File: config.mk
export PLATFORM = sky130hd
export DESIGN_NAME = ebc_cycle_ctrl
export DESIGN_NICKNAME = d
export VERILOG_FILES = /design/src/core/ebc_cycle_ctrl.v /design/src/core/ebc_bus_monitor.v
export VERILOG_INCLUDE_DIRS = /design/src /design/src/pkg
export SDC_FILE = /design/constraint.sdc
export NUM_CORES = 1
export LEC_CHECK = 0
export BUFFER_PORTS_ARGS = -buffer_cell sky130_fd_sc_hd__buf_4
export CELL_PAD_IN_SITES_DETAIL_PLACEMENT = 1
export CELL_PAD_IN_SITES_GLOBAL_PLACEMENT = 1
export CORE_ASPECT_RATIO = 0.75
export CORE_UTILIZATION = 45
export DETAILED_ROUTE_END_ITERATION = 10
export GPL_TIMING_DRIVEN = 0
export HOLD_SLACK_MARGIN = 0.05
export PLACE_DENSITY = 0.85
export RECOVER_POWER = 50
export SLEW_MARGIN = 20
export SYNTH_ARGS = -nofsm -noshare
export SYNTH_HDL_FRONTEND = slang
export SYNTH_SLANG_ARGS = --single-unit
File: constraint.sdc
create_clock -name clk -period 8.9 [get_ports clk]
set_input_delay 0.445 -clock clk [delete_from_list [all_inputs] [get_ports clk]]
set_output_delay 0.445 -clock clk [all_outputs]
set_load 0.02 [all_outputs]
File: src/pkg/ebc_regs.vh
// Constants for the external bus cycle controller
`ifndef EBC_REGS_VH
`define EBC_REGS_VH
// Transfer size encodings (bytes still to move)
`define EBC_SIZE_LONG 2'h0
`define EBC_SIZE_BYTE 2'h1
`define EBC_SIZE_WORD 2'h2
`define EBC_SIZE_THREE 2'h3
// Function codes
`define EBC_FC_CPU_SPACE 3'h7
// CPU space cycle types on address bits 19..16
`define EBC_CPU_TYPE_BREAKPOINT_REQ_N 4'h0
`define EBC_CPU_TYPE_STOP 4'h3
`define EBC_CPU_TYPE_IACK 4'hf
// Breakpoint acknowledge address (low word)
`define EBC_BREAKPOINT_REQ_N_ADDR 24'h00001e
// Fast termination acknowledge code
`define EBC_ACK_FAST 4'he
// External cycle lengths in clocks: regular minimum, fast maximum
`define EBC_REG_MIN_CYC 2'h3
`define EBC_FAST_CYC 2'h2
// Bus monitor timeouts in clocks, per select code
`define EBC_BMT_0 7'h40
`define EBC_BMT_1 7'h20
`define EBC_BMT_2 7'h10
`define EBC_BMT_3 7'h08
`endif

File: src/core/ebc_cycle_ctrl.v
// External bus cycle controller: regular, fast and CPU space cycles
`timescale 1ns/1ns
`include "ebc_regs.vh"
// Summary of operation
// - Drive address and size lines to open every external transfer.
// - Acknowledged regular cycles last three clocks minimum; wait states added unbounded.
// - Bus error together with halt acts as bus error alone.
// - Optional bus monitor raises bus error after selectable timeout, max 64.
// - Reads fetch two bytes for word or long, one for byte.
// - Writes drive two bytes for word or long, one for byte.
// - Fast chip-select cycles finish in two clocks with internal acknowledge.
// - External acknowledge always honoured, whatever the internal option.
// - Acknowledge held low gives three-clock cycles, except fast ones.
// - Only acknowledge code 1110 selects fast termination.
// - Fast reads assert data strobe, fast writes do not.
// - Function code picks space; 7 is CPU space; valid with address strobe.
// - CPU space cycles put type on address 19..16: 0, 3, F.
// - Breakpoint request sampled with read data and tagged onto it.
// - Tagged breakpoint acknowledged after the owning instruction completes.
// - Breakpoint acknowledge is word read at CPU space 00001e.
// - Size lines carry bytes remaining; lowest address bit is offset.
module ebc_cycle_ctrl #(
    parameter ADDR_W = 24
) (
    // Clock and reset
    input wire clk,
    input wire rstn,
    // Core request side
    input wire req,
    input wire req_write,
    input wire [1:0] req_size,
    input wire [ADDR_W-1:0] req_addr,
    input wire [2:0] req_fc,
    input wire [31:0] req_wdata,
    input wire req_prefetch,
    input wire instr_done,
    // Chip-select match and option
    input wire cs_match,
    input wire [3:0] cs_ack_code,
    // Configuration
    input wire monitor_enable,
    input wire [1:0] monitor_timeout_sel,
    // Core answer side
    output reg done_ff,
    output reg bus_error_n_ff,
    output reg [31:0] rdata_ff,
    output reg breakpoint_req_n_tag_ff,
    output reg breakpoint_req_n_exception_ff,
    output reg busy_ff,
    // External bus pins
    output reg [ADDR_W-1:0] addr_ff,
    output reg [1:0] xfer_size_ff,
    output reg [2:0] function_code_ff,
    output reg rw_ff,
    output reg addr_strobe_n_ff,
    output reg data_strobe_n_ff,
    output reg [15:0] data_out_ff,
    output reg data_oe_ff,
    input wire [15:0] data_in,
    input wire [1:0] size_ack_n,
    input wire bus_error_n,
    input wire halt_n,
    input wire breakpoint_req_n
);
    // States
    localparam ST_IDLE = 2'h0;
    localparam ST_RUN = 2'h1;
    localparam ST_NEXT = 2'h2;
    localparam ST_TAIL = 2'h3; // Fast read waiting out the pin synchronisers

    reg [1:0] state_ff;
    reg [1:0] clk_cnt_ff;
    reg fast_ff;
    reg is_breakpoint_req_n_ff;
    reg [2:0] left_ff;
    reg [1:0] got_ff;
    reg breakpoint_req_n_pend_ff;
    reg [1:0] ack_s1_ff, ack_s2_ff;
    reg bus_error_n_s1_ff, bus_error_n_s2_ff, halt_s1_ff, halt_s2_ff, breakpoint_req_n_s1_ff, breakpoint_req_n_s2_ff;
    reg [15:0] din_s1_ff, din_s2_ff;
    wire mon_timeout;
    wire ext_ack;
    wire bus_err;
    wire ack_ok;
    wire [2:0] nxt_left;
    wire [1:0] nxt_got;
    wire [ADDR_W-1:0] nxt_addr;
    wire fast_wait;
    wire finish;

    // Size code for the bytes still to move
    function [1:0] size_code;
        input [2:0] n;
        begin
            case (n)
                3'h1: size_code = `EBC_SIZE_BYTE;
                3'h2: size_code = `EBC_SIZE_WORD;
                3'h3: size_code = `EBC_SIZE_THREE;
                default: size_code = `EBC_SIZE_LONG;
            endcase
        end
    endfunction

    // Bytes moved this cycle from port width, offset and remaining count
    function [1:0] moved;
        input [1:0] ack_n;
        input a0;
        input [2:0] n;
        begin
            if (ack_n == 2'h2 || a0 || n == 3'h1)
                moved = 2'h1; // 8-bit port, odd offset or one byte left
            else
                moved = 2'h2;
        end
    endfunction

    // Two-flop synchronisers for all pins
    always @(posedge clk or negedge rstn) begin
        if (!rstn) begin
            ack_s1_ff <= 2'h3;
            ack_s2_ff <= 2'h3;
            bus_error_n_s1_ff <= 1'b1;
            bus_error_n_s2_ff <= 1'b1;
            halt_s1_ff <= 1'b1;
            halt_s2_ff <= 1'b1;
            breakpoint_req_n_s1_ff <= 1'b1;
            breakpoint_req_n_s2_ff <= 1'b1;
            din_s1_ff <= 16'h0000;
            din_s2_ff <= 16'h0000;
        end else begin
            ack_s1_ff <= size_ack_n;
            ack_s2_ff <= ack_s1_ff;
            bus_error_n_s1_ff <= bus_error_n;
            bus_error_n_s2_ff <= bus_error_n_s1_ff;
            halt_s1_ff <= halt_n;
            halt_s2_ff <= halt_s1_ff;
            breakpoint_req_n_s1_ff <= breakpoint_req_n;
            breakpoint_req_n_s2_ff <= breakpoint_req_n_s1_ff;
            din_s1_ff <= data_in;
            din_s2_ff <= din_s1_ff;
        end
    end

    ebc_bus_monitor u_mon (
        .clk(clk),
        .rstn(rstn),
        .enable(monitor_enable),
        .timeout_sel(monitor_timeout_sel),
        .cycle_active(state_ff == ST_RUN),
        .timeout_ff(mon_timeout)
    );

    // Termination terms; halt alone never ends a cycle here
    assign ext_ack = (ack_s2_ff != 2'h3);
    assign bus_err = !bus_error_n_s2_ff || mon_timeout;
    assign ack_ok = fast_ff ? (clk_cnt_ff >= `EBC_FAST_CYC - 2'h1) || ext_ack
                            : ext_ack
                              && (clk_cnt_ff >= `EBC_REG_MIN_CYC - 2'h1);
    // A fast read ends on the pins before its data clears the two sync stages,
    // so the bytes are taken two clocks later from the synchronised copy
    assign fast_wait = fast_ff && rw_ff && !ext_ack;
    assign finish = (state_ff == ST_RUN && !bus_err && ack_ok && !fast_wait)
                    || (state_ff == ST_TAIL && clk_cnt_ff == 2'h1);
    assign nxt_got = fast_ff && !ext_ack ? moved(2'h1, addr_ff[0], left_ff)
                                         : moved(ack_s2_ff, addr_ff[0], left_ff);
    assign nxt_left = left_ff - {1'b0, nxt_got};
    assign nxt_addr = addr_ff + {{(ADDR_W-2){1'b0}}, nxt_got};

    // Main cycle sequencer
    always @(posedge clk or negedge rstn) begin
        if (!rstn) begin
            state_ff <= ST_IDLE;
            clk_cnt_ff <= 2'h0;
            fast_ff <= 1'b0;
            is_breakpoint_req_n_ff <= 1'b0;
            left_ff <= 3'h0;
            got_ff <= 2'h0;
            done_ff <= 1'b0;
            bus_error_n_ff <= 1'b0;
            rdata_ff <= 32'h00000000;
            breakpoint_req_n_tag_ff <= 1'b0;
            breakpoint_req_n_exception_ff <= 1'b0;
            breakpoint_req_n_pend_ff <= 1'b0;
            busy_ff <= 1'b0;
            addr_ff <= {ADDR_W{1'b0}};
            xfer_size_ff <= 2'h0;
            function_code_ff <= 3'h0;
            rw_ff <= 1'b1;
            addr_strobe_n_ff <= 1'b1;
            data_strobe_n_ff <= 1'b1;
            data_out_ff <= 16'h0000;
            data_oe_ff <= 1'b0;
        end else begin
            done_ff <= 1'b0;
            breakpoint_req_n_exception_ff <= 1'b0;
            // Prefetch tag is held until its instruction completes
            if (instr_done && breakpoint_req_n_pend_ff) begin
                breakpoint_req_n_pend_ff <= 1'b0;
            end
            case (state_ff)
                ST_IDLE: begin
                    if (breakpoint_req_n_pend_ff && instr_done) begin
                        // Acknowledge cycle: word read in CPU space
                        is_breakpoint_req_n_ff <= 1'b1;
                        fast_ff <= 1'b0;
                        rw_ff <= 1'b1;
                        left_ff <= 3'h2;
                        addr_ff <= `EBC_BREAKPOINT_REQ_N_ADDR | ({{(ADDR_W-4){1'b0}}, `EBC_CPU_TYPE_BREAKPOINT_REQ_N} << 16);
                        function_code_ff <= `EBC_FC_CPU_SPACE;
                        xfer_size_ff <= `EBC_SIZE_WORD;
                        state_ff <= ST_NEXT;
                        busy_ff <= 1'b1;
                    end else if (req) begin
                        is_breakpoint_req_n_ff <= 1'b0;
                        fast_ff <= cs_match && (cs_ack_code == `EBC_ACK_FAST);
                        rw_ff <= !req_write;
                        left_ff <= (req_size == `EBC_SIZE_BYTE) ? 3'h1 :
                                   (req_size == `EBC_SIZE_WORD) ? 3'h2 : 3'h4;
                        addr_ff <= req_addr;
                        function_code_ff <= req_fc;
                        xfer_size_ff <= req_size;
                        rdata_ff <= 32'h00000000;
                        breakpoint_req_n_tag_ff <= 1'b0;
                        state_ff <= ST_NEXT;
                        busy_ff <= 1'b1;
                    end
                end
                ST_NEXT: begin
                    // Start one bus cycle for the bytes still owed
                    xfer_size_ff <= size_code(left_ff);
                    addr_strobe_n_ff <= 1'b0;
                    data_strobe_n_ff <= fast_ff && !rw_ff;
                    data_oe_ff <= !rw_ff;
                    // Upper lane always carries the next byte for 8-bit ports
                    if (addr_ff[0])
                        data_out_ff <= {2{req_wdata[8*left_ff-1 -: 8]}};
                    else if (left_ff == 3'h1)
                        data_out_ff <= {2{req_wdata[7:0]}};
                    else
                        data_out_ff <= req_wdata[8*left_ff-1 -: 16];
                    clk_cnt_ff <= 2'h0;
                    state_ff <= ST_RUN;
                end
                ST_RUN: begin
                    if (clk_cnt_ff != 2'h3)
                        clk_cnt_ff <= clk_cnt_ff + 2'h1;
                    if (bus_err) begin
                        // Bus error wins even with halt; no data latched
                        addr_strobe_n_ff <= 1'b1;
                        data_strobe_n_ff <= 1'b1;
                        data_oe_ff <= 1'b0;
                        bus_error_n_ff <= 1'b1;
                        done_ff <= 1'b1;
                        busy_ff <= 1'b0;
                        breakpoint_req_n_exception_ff <= is_breakpoint_req_n_ff;
                        state_ff <= ST_IDLE;
                    end else if (ack_ok) begin
                        // Pins released now; bytes are taken in the closing step below
                        addr_strobe_n_ff <= 1'b1;
                        data_strobe_n_ff <= 1'b1;
                        data_oe_ff <= 1'b0;
                        clk_cnt_ff <= 2'h0;
                        if (fast_wait)
                            state_ff <= ST_TAIL;
                    end
                    // Otherwise a wait state, with no upper bound
                end
                ST_TAIL: begin
                    // Bus already idle; wait for read data to leave the synchroniser
                    clk_cnt_ff <= clk_cnt_ff + 2'h1;
                end
                default: state_ff <= ST_IDLE;
            endcase
            // Close one bus cycle: capture read bytes, then next cycle or done
            if (finish) begin
                // Odd offset reads the lower lane of a 16-bit port
                if (rw_ff) begin
                    if (nxt_got == 2'h2)
                        rdata_ff <= {rdata_ff[15:0], din_s2_ff};
                    else if (addr_ff[0] && ack_s2_ff != 2'h2)
                        rdata_ff <= {rdata_ff[23:0], din_s2_ff[7:0]};
                    else
                        rdata_ff <= {rdata_ff[23:0], din_s2_ff[15:8]};
                    if (!breakpoint_req_n_s2_ff && !is_breakpoint_req_n_ff) begin
                        breakpoint_req_n_tag_ff <= 1'b1;
                        breakpoint_req_n_pend_ff <= 1'b1;
                    end
                end
                addr_ff <= nxt_addr;
                left_ff <= nxt_left;
                got_ff <= nxt_got;
                if (nxt_left == 3'h0) begin
                    bus_error_n_ff <= 1'b0;
                    done_ff <= 1'b1;
                    busy_ff <= 1'b0;
                    breakpoint_req_n_exception_ff <= is_breakpoint_req_n_ff;
                    state_ff <= ST_IDLE;
                end else begin
                    state_ff <= ST_NEXT;
                end
            end
        end
    end
endmodule // ebc_cycle_ctrl

File: src/core/ebc_bus_monitor.v
// Bus monitor: flags a cycle that waits too long for acknowledge
`timescale 1ns/1ns
`include "ebc_regs.vh"
module ebc_bus_monitor (
    // Clock and reset
    input wire clk,
    input wire rstn,
    // Control
    input wire enable,
    input wire [1:0] timeout_sel,
    input wire cycle_active,
    // Result
    output reg timeout_ff
);
    reg [6:0] count_ff;
    wire [6:0] limit;

    // Timeout limit per select code, longest 64 clocks
    assign limit = (timeout_sel == 2'h0) ? `EBC_BMT_0 :
                   (timeout_sel == 2'h1) ? `EBC_BMT_1 :
                   (timeout_sel == 2'h2) ? `EBC_BMT_2 : `EBC_BMT_3;

    // Count clocks of an open cycle; pulse once at the limit
    always @(posedge clk or negedge rstn) begin
        if (!rstn) begin
            count_ff <= 7'h00;
            timeout_ff <= 1'b0;
        end else if (!cycle_active || !enable) begin
            count_ff <= 7'h00;
            timeout_ff <= 1'b0;
        end else begin
            if (count_ff != 7'h7f)
                count_ff <= count_ff + 7'h01;
            timeout_ff <= (count_ff + 7'h01 == limit);
        end
    end
endmodule // ebc_bus_monitor

==> impl_results.md <==
- GPL Wtd Cong: 0.8874
- Endpoints failing setup: 0
- # port buffers: 179
- Number of synthesized flops with an enable pin: 0
- Peak supply drop: 0.1799 mV
- Fmax: 238.7 MHz
- Internal reg-to-reg setup slack: 4710 ps
- Vias per cell: 5.981
- Net Switching: 1387 uW
- Largest cells by area after synthesis: dfrtp_1 45%, mux2i_1 6.5%, dfstp_2 3.9%, ha_1 3.5%, o21ai_0 3.2%
- CP cell instances: clkbuf_1 > inv_1 > ha_1 > nor2b_2 > nor3_1 > buf_2 > buf_2 > inv_1 > ha_1 > inv_1 > fa_1 > nand3b_1 > or3_4 > o21a_1 > mux2_4
- Most common cell in the synthesized netlist: dfrtp_1
- Initial antenna violation count: 1
- Synth top area share: 0.4496
- Nets: 1018
- Setup TNS: 0 ps
- Synthesis Warnings: 0
- Clk pwr share: 0.231
- Crit Path Category: reg2reg
- Worst EP arrival: 4510 ps
- Tmin final: 4189 ps
- Hold Fails Final Rpt: 0
- Fraction of layout cells with a size suffix above 1: 0.3081
- Sequential power share: 0.304
- Crit-path max FO: 11
- Core ar.: 16070 um2
- Initial core utilization: 0.4608
- CTS tree: done
- Worst setup margin: 4711 ps
- Sw Ratio: 0.4377
- Flops & latches, synth: 144
- # H-tree levels: 4
- RSZ-0062 raised after global routing: no
- Max-slew violations: 40
- DP Wirelength: 18.42 mm
- PD cells: 328.2 nW/um2
- Combinational share of power: 0.465
- Post-route ant nets: 0
- Max clock buf depth: 2
- Ys async rst share: 1.000
- Post-Synthesis Cells: 699
- CTS buffer count: 17
- Cell mode on critical path: inv_1
- Synthesized Nets: 818
- Worst relative slew slack: -0.5789
- Reg2Reg Depth: 15
- Worst-Margin Slew: 2368 ps
- Period utilisation layout: 0.4707
- Vias in the first global route: 7302
- Internal: 1782 uW
- DR vias: 6717
- Violated checks: max-capacitance violations, max-slew violations
- CP startpoint kind: register
- Largest net degree at the start of global routing: 106
- Setup Fix Bufs, Post-CTS: 0
- Die X-Extent: 150.1 um
- Post-synth top area cell: dfrtp_1
- I/O pins: 182
- Slowest stage delay, CP: 460 ps
- Synth Flop Type: dfrtp_1
- Leakage power: 0.004423 uW
- Final wirelength: 25.31 mm
- Final core occ: 0.6012
- CP delay by family, top: buffers and inverters
- Drt pass-1 iters: 4
- Die height: 113.1 um
- CP max stage cell: dfrtp_1
- Clock insertion delay at the later pin of the skew report: 440 ps
- GRT Util Overall: 0.3143
- CP required: 9220 ps
- Worst-path clk slew: 70 ps
- Critical path depth in cells: 15
- Synth unique cells: 72
- Die footprint: 16970 um2
- Syn_area_per_cell: 10.59 um2
- First-iteration detailed-routing DRC count: 531
- CP Capture Type: register
- Remaining design rule violation count: 0
- Leading cell types by count after synthesis: 133 x dfrtp_1, 58 x nand2_1, 48 x mux2i_1, 48 x o21ai_0, 45 x nand3_1
- Setup Skew: 11.46 ps
- Max-Cap Viols: 1
- Sequential area share after synthesis: 0.4886
- First-pass GRT wire length: 40.23 mm
- CP bufs+invs: 6
- Status: finished, violations left
- Rows: 40
- Hold Path Stages: 1
- Place WS: 4820 ps
- Global route overflow: 0
- Area growth syn-to-layout: 30.45%
- Synthesized area: 7403 um2
- Routed len/inst: 22.54 um
- CTS sink cnt: 144
- Worst hold path type: in2reg
- Clk root buf: clkbuf_16
-- path summary, 6_finish.rpt --
path | start | end
max | left_ff[1] | state_ff[1]
min | size_ack_n[0] | ack_s1_ff[0]
max reg2reg | left_ff[1] | state_ff[1]
min reg2reg | din_s1_ff[7] | din_s2_ff[7]
max in group asynchronous | rstn | ack_s2_ff[1]
min in group asynchronous | rstn | addr_ff[22]
-- sequential cells by signal, summed over array words and instances (netlist names), 2 cells and up --
name	cells
u_mon.count_ff	7
left_ff	3
state_ff	2
addr_ff	24
din_s2_ff	16
ack_s2_ff	2
data_out_ff	16
clk_cnt_ff	2
xfer_size_ff	2
rdata_ff	32
function_code_ff	3
din_s1_ff	16
ack_s1_ff	2
-- cell type report --
cell class	instances	area [um2]
inverter	24	90.09
multi-input combinational	486	3457
antenna	1	2.502
sequential	144	3617
fill	1799	6407
timing repair buffer	181	1370
clock buffer	17	425.4
clock inverter	15	193.9
tap	210	262.8
buffer	45	239.0
-- power by group through the flow --
stage          Clock [uW]  Sequential [uW]  Combinational, uW
3_5_place_dp            0              968               1440
3_3_place_gp            0              952               1380
6_report              732              965               1470
5_1_grt               764              982               1590
4_1_cts               740              962               1460
2_1_floorplan           0             1080                782
-- what timing repair did --
item,in CTS,in global routing
hold endpoints to repair,39,0
hold buffers,1,0
resized for setup,0,0
-- cells in the final DEF (no fill, tap or decap), drive strengths merged, types with 4 or more instances in the layout --
cell type / Yosys / routed
buf: 29 / 186
xnor2: 4 / 4
and2: 10 / 10
a311oi: 12 / 12
and4: 6 / 6
nand2: 58 / 58
xor2: 4 / 4
clkbuf: 16 / 56
o21ai: 51 / 51
nor2: 27 / 27
o22ai: 7 / 7
nor3: 14 / 14
nand3: 46 / 46
clkinv: 0 / 7
a21oi: 34 / 34
a211oi: 14 / 14
a31oi: 14 / 14
ha: 21 / 21
a22o: 9 / 9
mux2: 4 / 4
o2bb2ai: 7 / 7
o211ai: 4 / 4
and3: 7 / 7
o21a: 9 / 9
mux2i: 48 / 48
dfrtp: 133 / 133
dfstp: 11 / 11
nor2b: 6 / 6
mux4: 5 / 5
nand2b: 4 / 4
nand4: 12 / 12
o31ai: 4 / 4
inv: 24 / 30
-- cells by family (layout without fill, tap and decap cells) --
| kind of cell | Yosys count | after routing | synth area share |
|---|---|---|---|
| xor+xnor | 8 | 8 | 0.009463 |
| mux | 57 | 57 | 0.08721 |
| other cells | 0 | 1 | 0 |
| compound gates | 191 | 191 | 0.1785 |
| fa+ha+maj | 23 | 23 | 0.04090 |
| simple gates | 207 | 207 | 0.1509 |
| flops | 144 | 144 | 0.4886 |
| buf+inv | 69 | 282 | 0.04445 |
-- through the flow --
stage	hold WS [ps]	instances	cell area, um2	power [uW]
after floorplan	149.4	699	7403	1858
after global placement	331.8	1088	9010	2332
after detailed placement	336.3	1089	9045	2405
after CTS	90.97	1122	9674	3165
after global routing	101.5	1122	9656	3332
final	111.7	1123	9658	3170
-- per-layer routing --
metal	share of wire	track usage	up-vias
met5	0	0	-
met4	0.024	0.1185	0
met3	0.066	0.06935	51
met2	0.49	0.5136	271
met1	0.42	0.4094	3400
li1	-	-	2995
No activity file was read; power rests on OpenSTA's default activity.
